File: src/hdl/remap_consts.svh
/*
  Register indexes, field positions and reset values of the remote alias
  remapping block. Assumes it is included by bare name before use.
*/
`ifndef REMAP_CONSTS_SVH
`define REMAP_CONSTS_SVH

// Register indexes; byte address on the bus is four times the index
`define RM_IDX_PHYS6 8'h3f
`define RM_IDX_PHYS7 8'h40
`define RM_IDX_ALIAS0 8'h41
`define RM_IDX_ALIAS1 8'h42
`define RM_IDX_ALIAS2 8'h43
`define RM_IDX_ALIAS3 8'h44

// Field layout of the slot registers; auto-ack bit used by alias slots only
`define RM_ADDR_MSB 7
`define RM_ADDR_LSB 1
`define RM_AUTO_ACK_BIT 0

// Reset values
`define RM_ADDR_RST 7'h00
`define RM_AUTO_RST 1'b0
`define RM_ALIAS_OFF 7'h00

// Bus width and slot count
`define RM_BUS_AW 10
`define RM_SLOTS 4

`endif

File: src/hdl/remap_pkg.sv
/*
  Types of the remote alias remapping block.
  Assumes nothing of its surroundings.
*/
package remap_pkg;

  // Address byte seen by the local I2C decoder
  typedef struct packed {
    logic [6:0] addr;
    logic rnw;
  } i2c_addr_t;

  // Transaction handed to the control channel
  typedef struct packed {
    logic [6:0] addr;
    logic rnw;
    logic [1:0] slot;
  } fwd_req_t;

  // Result of the alias compare
  typedef struct packed {
    logic hit;
    logic [1:0] slot;
  } match_t;

  // Transaction tracking, Gray along idle, active, refused
  typedef enum logic [1:0] {
    ST_IDLE = 2'b00,
    ST_ACT = 2'b01,
    ST_NACK = 2'b11
  } remap_state_t;

endpackage

File: src/hdl/alias_match.sv
/*
  Compares an incoming 7-bit I2C address with the four alias slots.
  Assumes the alias values come from registers on the same clock.
*/
`timescale 1ns/1ps
`default_nettype none

`include "remap_consts.svh"

module alias_match
  import remap_pkg::*;
(
  input wire logic [6:0] addr,
  input wire logic [3:0][6:0] alias_tab,
  output var match_t result
);

  // Lowest matching slot wins; a zero alias never matches
  always_comb begin
    result = '0;
    for (int i = 3; i >= 0; i--) begin
      if (alias_tab[i] != `RM_ALIAS_OFF && alias_tab[i] == addr) begin
        result.hit = 1'b1;
        result.slot = 2'(i);
      end
    end
  end

endmodule

`default_nettype wire

File: src/hdl/avmm_slave.sv
/*
  Avalon-MM slave handshake with one wait state for reads and writes.
  Assumes the master holds its request until it sees waitrequest low.
*/
`timescale 1ns/1ps
`default_nettype none

module avmm_slave (
  input wire logic core_clk,
  input wire logic rstn,
  input wire logic read,
  input wire logic write,
  input wire logic [7:0] rdata_in,
  output logic [31:0] readdata,
  output logic waitrequest,
  output logic wr_go
);

  // Write commits at the edge where the master sees waitrequest low
  assign wr_go = write && !waitrequest;

  // Waitrequest drops for one cycle after a request is seen
  always_ff @(posedge core_clk or negedge rstn) begin
    if (!rstn) begin
      waitrequest <= 1'b1;
    end else if ((read || write) && waitrequest) begin
      waitrequest <= 1'b0;
    end else begin
      waitrequest <= 1'b1;
    end
  end

  // Read data captured with the drop of waitrequest
  always_ff @(posedge core_clk or negedge rstn) begin
    if (!rstn) begin
      readdata <= 32'h0000_0000;
    end else if (read && waitrequest) begin
      readdata <= {24'h00_0000, rdata_in};
    end
  end

endmodule

`default_nettype wire

File: src/hdl/i2c_remote_alias_remap.sv
/*
  Remote target alias remapping: alias and physical address registers on
  Avalon-MM, the alias decoder, the address rewrite toward the control
  channel and the local auto-acknowledge of writes.
  Assumes the local I2C decoder and the channel logic run on core_clk and
  that physical addresses of slots 0 to 3 come from the neighbouring
  register bank on the same clock.
*/
// Implementation choice: the Avalon-MM slave port.
`timescale 1ns/1ps
`default_nettype none

`include "remap_consts.svh"

// How it works
// - Physical target address stored in bits 7:1
// - Alias hit forwards the paired physical address
// - Alias in bits 7:1 compared by decoder
// - Zero alias disables slot, nothing forwarded
// - Auto-ack bit acknowledges writes locally
// - Reset clears addresses, aliases and auto-ack
module i2c_remote_alias_remap
  import remap_pkg::*;
(
  input wire logic core_clk,
  input wire logic rstn,
  input wire logic [`RM_BUS_AW-1:0] avs_address,
  input wire logic avs_read,
  input wire logic avs_write,
  input wire logic [31:0] avs_writedata,
  input wire logic [3:0] avs_byteenable,
  output logic [31:0] avs_readdata,
  output logic avs_waitrequest,
  input wire logic [3:0][6:0] phys_addr_low,
  input wire logic txn_start,
  input wire i2c_addr_t txn_addr,
  input wire logic txn_byte,
  input wire logic txn_stop,
  input wire logic link_lock,
  input wire logic remote_ack_valid,
  input wire logic remote_ack,
  output logic fwd_valid_r,
  output var fwd_req_t fwd_r,
  output logic claim_r,
  output logic local_ack_valid_r,
  output logic local_ack_r,
  output logic [1:0][6:0] phys_addr_high_r
);

  // Register state
  logic [1:0][6:0] phys_r;
  logic [3:0][6:0] alias_r;
  logic [3:0] aack_r;

  // Transaction state
  remap_state_t state_r;
  remap_state_t state_nxt;
  logic pend_r;
  logic auto_r;
  logic rnw_r;

  // Bus side and alias match signals
  logic wr_go;
  logic [7:0] rdata;
  logic [7:0] widx;
  logic wr_lane;
  match_t hit;
  logic [6:0] phys_sel;

  // Word index of a byte address
  function automatic logic [7:0] word_idx(input logic [`RM_BUS_AW-1:0] a);
    word_idx = a[9:2];
  endfunction

  // Slot register image: address in 7:1, flag in bit 0
  function automatic logic [7:0] pack_slot(input logic [6:0] a,
                                           input logic f);
    pack_slot = {a, f};
  endfunction

  // Register read decode; reserved bits and holes read zero
  function automatic logic [7:0] reg_read(input logic [7:0] idx);
    case (idx)
      `RM_IDX_PHYS6: reg_read = pack_slot(phys_r[0], 1'b0);
      `RM_IDX_PHYS7: reg_read = pack_slot(phys_r[1], 1'b0);
      `RM_IDX_ALIAS0: reg_read = pack_slot(alias_r[0], aack_r[0]);
      `RM_IDX_ALIAS1: reg_read = pack_slot(alias_r[1], aack_r[1]);
      `RM_IDX_ALIAS2: reg_read = pack_slot(alias_r[2], aack_r[2]);
      `RM_IDX_ALIAS3: reg_read = pack_slot(alias_r[3], aack_r[3]);
      default: reg_read = 8'h00;
    endcase
  endfunction

  // Bus handshake
  avmm_slave u_bus (
    .core_clk(core_clk),
    .rstn(rstn),
    .read(avs_read),
    .write(avs_write),
    .rdata_in(rdata),
    .readdata(avs_readdata),
    .waitrequest(avs_waitrequest),
    .wr_go(wr_go)
  );

  // Read mux and write decode
  assign widx = word_idx(avs_address);
  assign wr_lane = wr_go && avs_byteenable[0];

  // Process form so a register change refreshes the mux at a steady index
  always_comb begin
    rdata = reg_read(widx);
  end

  always_ff @(posedge core_clk or negedge rstn) begin
    if (!rstn) begin
      phys_r <= {2{`RM_ADDR_RST}};
    end else if (wr_lane) begin
      if (widx == `RM_IDX_PHYS6) begin
        phys_r[0] <= avs_writedata[`RM_ADDR_MSB:`RM_ADDR_LSB];
      end
      if (widx == `RM_IDX_PHYS7) begin
        phys_r[1] <= avs_writedata[`RM_ADDR_MSB:`RM_ADDR_LSB];
      end
    end
  end

  always_ff @(posedge core_clk or negedge rstn) begin
    if (!rstn) begin
      alias_r <= {4{`RM_ADDR_RST}};
      aack_r <= {4{`RM_AUTO_RST}};
    end else if (wr_lane) begin
      for (int i = 0; i < `RM_SLOTS; i++) begin
        if (widx == `RM_IDX_ALIAS0 + 8'(i)) begin
          alias_r[i] <= avs_writedata[`RM_ADDR_MSB:`RM_ADDR_LSB];
          aack_r[i] <= avs_writedata[`RM_AUTO_ACK_BIT];
        end
      end
    end
  end

  // Physical addresses of slots 6 and 7 for the upper alias bank
  always_ff @(posedge core_clk or negedge rstn) begin
    if (!rstn) begin
      phys_addr_high_r <= '0;
    end else begin
      phys_addr_high_r <= phys_r;
    end
  end

  alias_match u_match (
    .addr(txn_addr.addr),
    .alias_tab(alias_r),
    .result(hit)
  );

  // Physical address paired with the hit slot
  assign phys_sel = phys_addr_low[hit.slot];

  // forward the rewritten address once per claimed transaction
  always_ff @(posedge core_clk or negedge rstn) begin
    if (!rstn) begin
      fwd_valid_r <= 1'b0;
      fwd_r <= '0;
    end else begin
      fwd_valid_r <= 1'b0;
      if (txn_start && hit.hit && state_r == ST_IDLE) begin
        fwd_valid_r <= 1'b1;
        fwd_r <= '{addr: phys_sel, rnw: txn_addr.rnw, slot: hit.slot};
      end
    end
  end

  // Next state of the transaction tracker
  always_comb begin
    state_nxt = state_r;
    case (state_r)
      ST_IDLE: begin
        if (txn_start && hit.hit) begin
          state_nxt = ST_ACT;
        end
      end
      ST_ACT: begin
        if (txn_stop) begin
          state_nxt = ST_IDLE;
        end else if (pend_r && !(auto_r && !rnw_r)) begin
          if (!link_lock || (remote_ack_valid && !remote_ack)) begin
            state_nxt = ST_NACK;
          end
        end
      end
      ST_NACK: begin
        if (txn_stop) begin
          state_nxt = ST_IDLE;
        end
      end
      default: state_nxt = ST_IDLE;
    endcase
  end

  // Tracker state
  always_ff @(posedge core_clk or negedge rstn) begin
    if (!rstn) begin
      state_r <= ST_IDLE;
    end else begin
      state_r <= state_nxt;
    end
  end

  // Slot settings frozen for the whole transaction
  always_ff @(posedge core_clk or negedge rstn) begin
    if (!rstn) begin
      auto_r <= 1'b0;
      rnw_r <= 1'b0;
    end else if (txn_start && hit.hit && state_r == ST_IDLE) begin
      auto_r <= aack_r[hit.slot];
      rnw_r <= txn_addr.rnw;
    end
  end

  // A byte awaits its acknowledge; new bytes win over completion
  always_ff @(posedge core_clk or negedge rstn) begin
    if (!rstn) begin
      pend_r <= 1'b0;
    end else if (state_r == ST_IDLE) begin
      pend_r <= txn_start && hit.hit;
    end else if (state_r != ST_ACT || txn_stop) begin
      pend_r <= 1'b0;
    end else if (txn_byte) begin
      pend_r <= 1'b1;
    end else if (local_ack_valid_r || state_nxt != ST_ACT) begin
      pend_r <= 1'b0;
    end else if (pend_r && (auto_r && !rnw_r)) begin
      pend_r <= 1'b0;
    end else if (pend_r && remote_ack_valid) begin
      pend_r <= 1'b0;
    end
  end

  // local acknowledge: auto-ack on writes, else refused without link_lock, else remote answer
  always_ff @(posedge core_clk or negedge rstn) begin
    if (!rstn) begin
      local_ack_valid_r <= 1'b0;
      local_ack_r <= 1'b0;
    end else begin
      local_ack_valid_r <= 1'b0;
      if (state_r == ST_ACT && pend_r && !txn_stop
          && !local_ack_valid_r) begin
        if (auto_r && !rnw_r) begin
          local_ack_valid_r <= 1'b1;
          local_ack_r <= 1'b1;
        end else if (!link_lock) begin
          local_ack_valid_r <= 1'b1;
          local_ack_r <= 1'b0;
        end else if (remote_ack_valid) begin
          local_ack_valid_r <= 1'b1;
          local_ack_r <= remote_ack;
        end
      end
    end
  end

  // Transaction owned by this block
  always_ff @(posedge core_clk or negedge rstn) begin
    if (!rstn) begin
      claim_r <= 1'b0;
    end else begin
      claim_r <= (state_nxt != ST_IDLE);
    end
  end
endmodule

`default_nettype wire

File: config.mk
export PLATFORM = sky130hd
export DESIGN_NAME = i2c_remote_alias_remap
export DESIGN_NICKNAME = d
export VERILOG_FILES = /design/src/hdl/remap_pkg.sv /design/src/hdl/alias_match.sv /design/src/hdl/avmm_slave.sv /design/src/hdl/i2c_remote_alias_remap.sv
export VERILOG_INCLUDE_DIRS = /design/src /design/src/hdl
export SDC_FILE = /design/constraint.sdc
export NUM_CORES = 1
export LEC_CHECK = 0
export ABC_AREA = 0
export BUFFER_PORTS_ARGS = -buffer_cell sky130_fd_sc_hd__buf_2
export CAP_MARGIN = 15
export CORE_AREA = 2 2 94 96
export CTS_CLUSTER_SIZE = 16
export DETAILED_ROUTE_END_ITERATION = 7
export DIE_AREA = 0 0 96 98
export PLACE_DENSITY_LB_ADDON = 0.1
export SLEW_MARGIN = 40
export SYNTH_ARGS = -nofsm -noshare
export SYNTH_HDL_FRONTEND = slang
export SYNTH_SLANG_ARGS = --single-unit
File: constraint.sdc
create_clock -name core_clk -period 5.3 [get_ports core_clk]
set_input_delay 1.59 -clock core_clk [delete_from_list [all_inputs] [get_ports core_clk]]
set_output_delay 1.59 -clock core_clk [all_outputs]
set_load 0.005 [all_outputs]
==> results.md, run 1 <==
* DP Area at 0.00498 mm^2
* Peak VDD IR at roughly 140 uV
* CTS tree: built
* Minimum clock period at 3500 ps
* Worst hold-check path type: reg -> reg
* Multi-input logic area at around 0.0021 mm^2
* Top fanout value on the critical path at 19
* Synth area leaders: dfrtp_1 (48%), mux2_2 (9.5%), buf_4 (4.2%), xor2_1 (3.1%), mux2_4 (3.0%)
* Via count at 3314
* Actual slew at the worst max-slew pin at 744 ps
* Register share of total power at 55.2%
* DR DRC count at 0
* Crit. End Element: flip-flop
* Post-synth ARST share at 100%
* Worst EP required at 5550 ps
* Critical Path Source Type: primary input
* Gr usage total at 22.5%
* Die Ht at 98 um
* Synthesized flop and latch total at 87
* Initial antenna violation count at 0
* Max-Cap Viols at 0
* Clock root cell: clkbuf_8
* Initial Util at 53.1%
* Row cnt at 34
* Core ar. at 0.00847 mm^2
* Pint at 0.000921 W
* Share of cells above drive strength 1 at 36.3%
* Storage cell area at between 0.002 and 0.0025 mm^2
* Largest net degree at the start of global routing at 88
* Post-CTS setup buffers at 0
* Setup TNS at 0 ps
* Post-synth top cells: dfrtp_1 (86), mux2_2 (38), buf_4 (25), nand2_1 (25), o21ai_0 (25)
* Mean area per synthesized cell at around 11 um^2
* Clock sinks at 87
* Static leakage at 2.69 nW
* Buffers on Ports at 99
* Hpwl dp at 7430 um
* Post-synth EDFFs at 0
* Die span in x at 96 um
* Die area at 0.00941 mm^2
* Fin crit share at 66.1%
* Post-synth top area cell: dfrtp_1
* F_max at 286 MHz
* First-pass GRT wire length at 16200 um
* Clk Latency, worst-skew pair at 360 ps
* Final nets at 580
* Total CTS buffers at 9
* Status: finished, final reports clean
* RD Place Congestion at 0.899
* Wirelength per Cell at 17.3 um
* Setup-failing EPs final at 0
* N_diodes at 0
* Clock-pin slew on the worst setup and hold paths at 90 ps
* Crit path arrival time at about 3800 ps
* Syn. warnings at 0
* Detailed-router iteration count before antenna repair at 6
* Pwr dens at approximately 240 mW/mm^2
* Top cell type's share of synthesized area at 47.9%
* Hold-fix buffers, CTS at 0
* Combinational Power Share at a little under a tenth
* Worst hold slack at around 400 ps
* Relative slew margins at 50.0%
* Iteration-0 DRC Markers at 196
* Global route total overflow at 0
* Netlist cell types at 53
* Vias in the first global route at 3192
* Fin. Hold Viols at 0
* Ys flop type: dfrtp_1
* CTS H-Tree Depth at 3
* Max Root-Sink Buffers at 2
* Most common cell in the synthesized netlist: dfrtp_1
* Max-slew violation count at 0
* RSZ-0062 raised after global routing: no
* IO Count at approximately 150
* NetSw at 0.000321 W
* Post-route ant nets at 0
* Synth Cell Area at 0.00450 mm^2
* Clk_skew at roughly 15 ps
* Part of the Yosys area used for sequential elements at between 40% and 50%
* # fillers at 740
* Syn Inst Count at between 300 and 400
* Kind of critical path: in -> reg
* Sw Ratio at 25.8%
* PostCTS Resize Cnt at 0
* Clock share of power at 35.7%
* Post-route design area at 0.00518 mm^2
* Via/cell ratio at 5.51
* Final wirelength at 10400 um
* Layout area overhead at 15.2%
## flip-flops by register name, summed over array words and instances (netlist names)
name	cells
alias_r	28
phys_addr_high_r	14
phys_r	14
fwd_r	9
u_bus.readdata	8
aack_r	4
state_r	2
auto_r	1
claim_r	1
fwd_valid_r	1
local_ack_r	1
local_ack_valid_r	1
pend_r	1
rnw_r	1
u_bus.waitrequest	1
## metrics by stage
stage	setup WS [ps]	cells	utilization, %	power (W)
CTS	1790	601	61.1	0.00125
floorplan	2050	415	-	0.000760
global route	1610	601	61.2	0.00130
detailed placement	1380	585	58.9	0.000812
finish	1800	601	61.2	0.00124
global placement	1410	585	58.7	0.000807
## routing by layer
layer | track usage [%] | vias up | routed length (um)
li1 | - | 1554 | -
met1 | 31.3 | 1637 | 4560
met2 | 35.1 | 106 | 4900
met3 | 3.94 | 17 | 701
met4 | 8.24 | 0 | 202
met5 | 0 | - | 0
## power by group through the flow
stage	Combinational [W]	Sequential, W	Clock (W)
6_report	0.000113	0.000685	0.000443
4_1_cts	0.000114	0.000685	0.000454
5_1_grt	0.000127	0.000687	0.000485
2_1_floorplan	0.0000627	0.000697	0
3_5_place_dp	0.000113	0.000698	0
3_3_place_gp	0.000109	0.000698	0
## critical path, stage by stage
cell and delay (ps):
buf_2 150, xor2_1 170, nor4_1 290, nand3_1 500, a41oi_4 700, mux2_4 350
## cells in the final DEF, fill, tap and decap left out, types with 3 or more instances in the layout
cell        instances
nand3_1             3
and2_1             11
mux2i_1             5
a22o_1              5
nor3_1              5
dfrtp_1            86
mux2_4              9
buf_2              98
clkinvlp_4          3
nor4_1              5
conb_1             24
a21oi_1             4
clkbuf_8           12
xor2_1             16
a221oi_1           11
nor2_1             21
nand2_1            25
inv_1              11
o21ai_0            25
mux2_2             38
nand2b_1            4
xnor2_1            11
a31oi_1            11
and3_1             11
## final cells by class
cell class / instances / area share [%]
inverter: 12 / 0.870
sequential: 87 / 42.1
timing repair buffer: 99 / 9.74
clock buffer: 11 / 2.92
clock inverter: 5 / 0.773
tap: 108 / 2.61
multi-input combinational: 279 / 41.0
## worst paths after layout
path,from,endpoint,slack (ps),cells past startpoint
worst max-delay path,txn_addr[7],rnw_r,1800,6
worst min-delay path,phys_r[7],phys_addr_high_r[7],410,0
worst max register to register,alias_r[6],rnw_r,2780,5
worst min register to register,phys_r[7],phys_addr_high_r[7],410,0
max in group asynchronous,rstn,phys_addr_high_r[10],3550,1
min in group asynchronous,rstn,local_ack_r,1270,1
## kinds of logic after synthesis
logic type	synth area share, %
AO/OA/AOI/OAI	11.1
buffers and inverters	6.54
XOR/XNOR	5.26
multiplexers	14.6
flip-flops	48.5
AND/OR/NAND/NOR	13.9
other	0.0834
No activity file was read; power rests on OpenSTA's default activity.
==> run 2: changes to the inputs <==
- CORE_AREA: 2 2 94 96 -> 2 2 102 104
- DIE_AREA: 0 0 96 98 -> 0 0 104 106
- clock period: 5.3 -> 2.93 ns (I/O delays scaled with it)
==> run 2 against run 1 <==
Clock skew shrank 1.8 ps. Utilization fell by 7.6 points. Non-clock buffer count up 16. Critical path depth grew 2. Clock power grew 110%. Via count is 1.4% higher.
==> results.md, run 2 (synthesis results as in run 1) <==
* Status: finished, final reports clean (unchanged)
* Clock-pin slew on the worst setup and hold paths at 90 ps (about the same)
* # fillers at 935 (was 740)
* Vias in the first global route at 3224 (was 3192)
* Worst hold start: phys_r[4] (was phys_r[7])
* Final nets at 596 (was 580)
* Global route total overflow at 0 (unchanged)
* Reg2reg end: fwd_r[9] (was rnw_r)
* Worst hold-check path type: reg -> reg (unchanged)
* Largest registers: alias_r (28), phys_addr_high_r (14), phys_r (14) (unchanged)
* Row cnt at 37 (was 34)
* Post-route ant nets at 0 (unchanged)
* IO Count at 153 (unchanged)
* Top fanout value on the critical path at 6 (was 19)
* Buffers on Ports at 99 (unchanged)
* Wirelength per Cell at 17.0 um (was 17.3 um)
* Iteration-0 DRC Markers at 167 (was 196)
* Setup-failing EPs final at 0 (unchanged)
* Post-Layout Cell Count at 645 (was 601)
* CTS H-Tree Depth at 3 (unchanged)
* DR DRC count at 0 (unchanged)
* Minimum clock period at 2390 ps
* Flop-to-flop setup slack at 650 ps (was 2780 ps)
* Die span in x at 104 um (was 96 um)
* Setup TNS at 0 ps (unchanged)
* Most frequent cells in the layout: buf_2 (98), dfrtp_1 (86), mux2_2 (38), o21ai_0 (25), nand2_1 (25) (unchanged)
* Fin. Hold Viols at 0 (unchanged)
* CP peak stage delay at 410 ps (was 700 ps)
* Clock sinks at 87 (unchanged)
* Critical Path Source Type: primary input (unchanged)
* Static leakage at 2.79 nW (was 2.69 nW)
* CTS tree: built (unchanged)
* Clock root cell: clkbuf_8 (unchanged)
* FF-to-FF path depth at 7 (was 5)
* First-pass GRT wire length at 17100 um (was 16200 um)
* Total CTS buffers at 9 (unchanged)
* Initial antenna violation count at 0 (unchanged)
* Layout area overhead at 19.2% (was 15.2%)
* Gr usage total at 20.3% (was 22.5%)
* Hold-fix buffers, CTS at 0 (unchanged)
* Kind of critical path: in -> reg (unchanged)
* Share of cells above drive strength 1 at 38.3% (was 36.3%)
* Max Root-Sink Buffers at 2 (unchanged)
* Hold Crit Depth at 0 (unchanged)
* Clk_skew at 12.9 ps (was 14.8 ps)
* CP max stage cell: nor4_1 (was a41oi_4)
* Core ar. at 0.0100 mm^2 (was 0.00847 mm^2)
* Clk Latency, worst-skew pair at 370 ps (was 360 ps)
* Post-CTS setup buffers at 0 (unchanged)
* Hpwl dp at 8210 um (was 7430 um)
* Final wirelength at 11000 um (was 10400 um)
* Storage cell area at 0.00218 mm^2 (unchanged)
* PostCTS Resize Cnt at 0 (unchanged)
* Worst EP required at 3220 ps (was 5550 ps)
* Actual slew at the worst max-slew pin at 627 ps (was 744 ps)
* Relative slew margins at 58.0% (was 50.0%)
* Fin crit share at 81.5%
* Setup ws final at 542 ps (was 1800 ps)
* Die area at 0.0110 mm^2 (was 0.00941 mm^2)
* Pwr dens at 444 mW/mm^2 (was 240 mW/mm^2)
* CP cell instances: buf_2, xor2_1, nor4_1, nand3_1, a41oi_4, buf_4, nor2_1, a31oi_1 (was buf_2, xor2_1, nor4_1, nand3_1, a41oi_4, mux2_4)
* Max-Cap Viols at 0 (unchanged)
* N_diodes at 0 (unchanged)
* Via count at 3361 (was 3314)
* Die Ht at 106 um (was 98 um)
* Crit path arrival time at 2670 ps (was 3750 ps)
* Reg2reg start: alias_r[9] (was alias_r[6])
* Largest net degree at the start of global routing at 48 (was 88)
* RSZ-0062 raised after global routing: no (unchanged)
* Multi-input logic area at 0.00211 mm^2 (was 0.00212 mm^2)
* Register with the most flip-flops: alias_r (unchanged)
* Via/cell ratio at 5.21 (was 5.51)
* Cells after DPL at 629 (was 585)
* DP Worst Slack at 179 ps (was 1380 ps)
* Max-slew violation count at 0 (unchanged)
* Initial Util at 45.0% (was 53.1%)
* RD Place Congestion at 0.857 (was 0.899)
* Crit. End Element: flip-flop (unchanged)
* Max reg flops at 28 (unchanged)
* Endpoint, Worst Hold: phys_addr_high_r[4] (was phys_addr_high_r[7])
* F_max at 419 MHz
* Detailed-router iteration count before antenna repair at 5 (was 6)
* Commonest non-fill, non-tap cell in the layout: buf_2 (unchanged)
* Peak VDD IR at 217 uV (was 143 uV)
[run 2: critical path: cells and delay by family]
family,cells,cell delay [ps]
xor+xnor,1,170
buf+inv,2,360
compound gates,2,550
simple gates,3,710
[run 2: worst max-delay path by stage]
stage / from / end
final: txn_addr[6] / fwd_r[9]
after global routing: txn_addr[6] / fwd_r[7]
after CTS: txn_addr[6] / fwd_r[6]
after detailed placement: avs_address[5] / phys_r[7]
after global placement: txn_addr[6] / fwd_r[4]
after floorplan: avs_address[5] / aack_r[1]
[run 2: cell type report]
class	count	area share [%]
repair buffers	115	11.8
clock buffers	9	2.31
flip-flops and latches	87	40.7
multi-input cells	279	39.5
well taps	136	3.18
inverters	12	0.841
clock inverters	7	1.77
[run 2: through the flow]
step	utilization, %	instance area [um^2]	hold slack [ps]	power (W)
2_1_floorplan	-	4580	364	0.00138
3_3_place_gp	51.3	5130	391	0.00147
3_5_place_dp	51.4	5140	390	0.00148
4_1_cts	53.6	5360	413	0.00240
5_1_grt	53.6	5360	425	0.00248
6_report	53.6	5360	413	0.00238
[run 2: power breakdown]
group | switching [W] | leakage [nW] | internal, W
clock | 0.000447 | 0.110 | 0.000481
combinational | 0.000120 | 1.47 | 0.0000888
sequential | 0.0000176 | 1.21 | 0.00122
total | 0.000584 | 2.79 | 0.00179
[run 2: layer usage]
layer	share of wire, %	routed length (um)	track usage (%)
met1	45	4980	27.5
met2	48	5320	32.8
met3	4.5	492	3.19
met4	1.8	201	8.11
met5	0	0	0
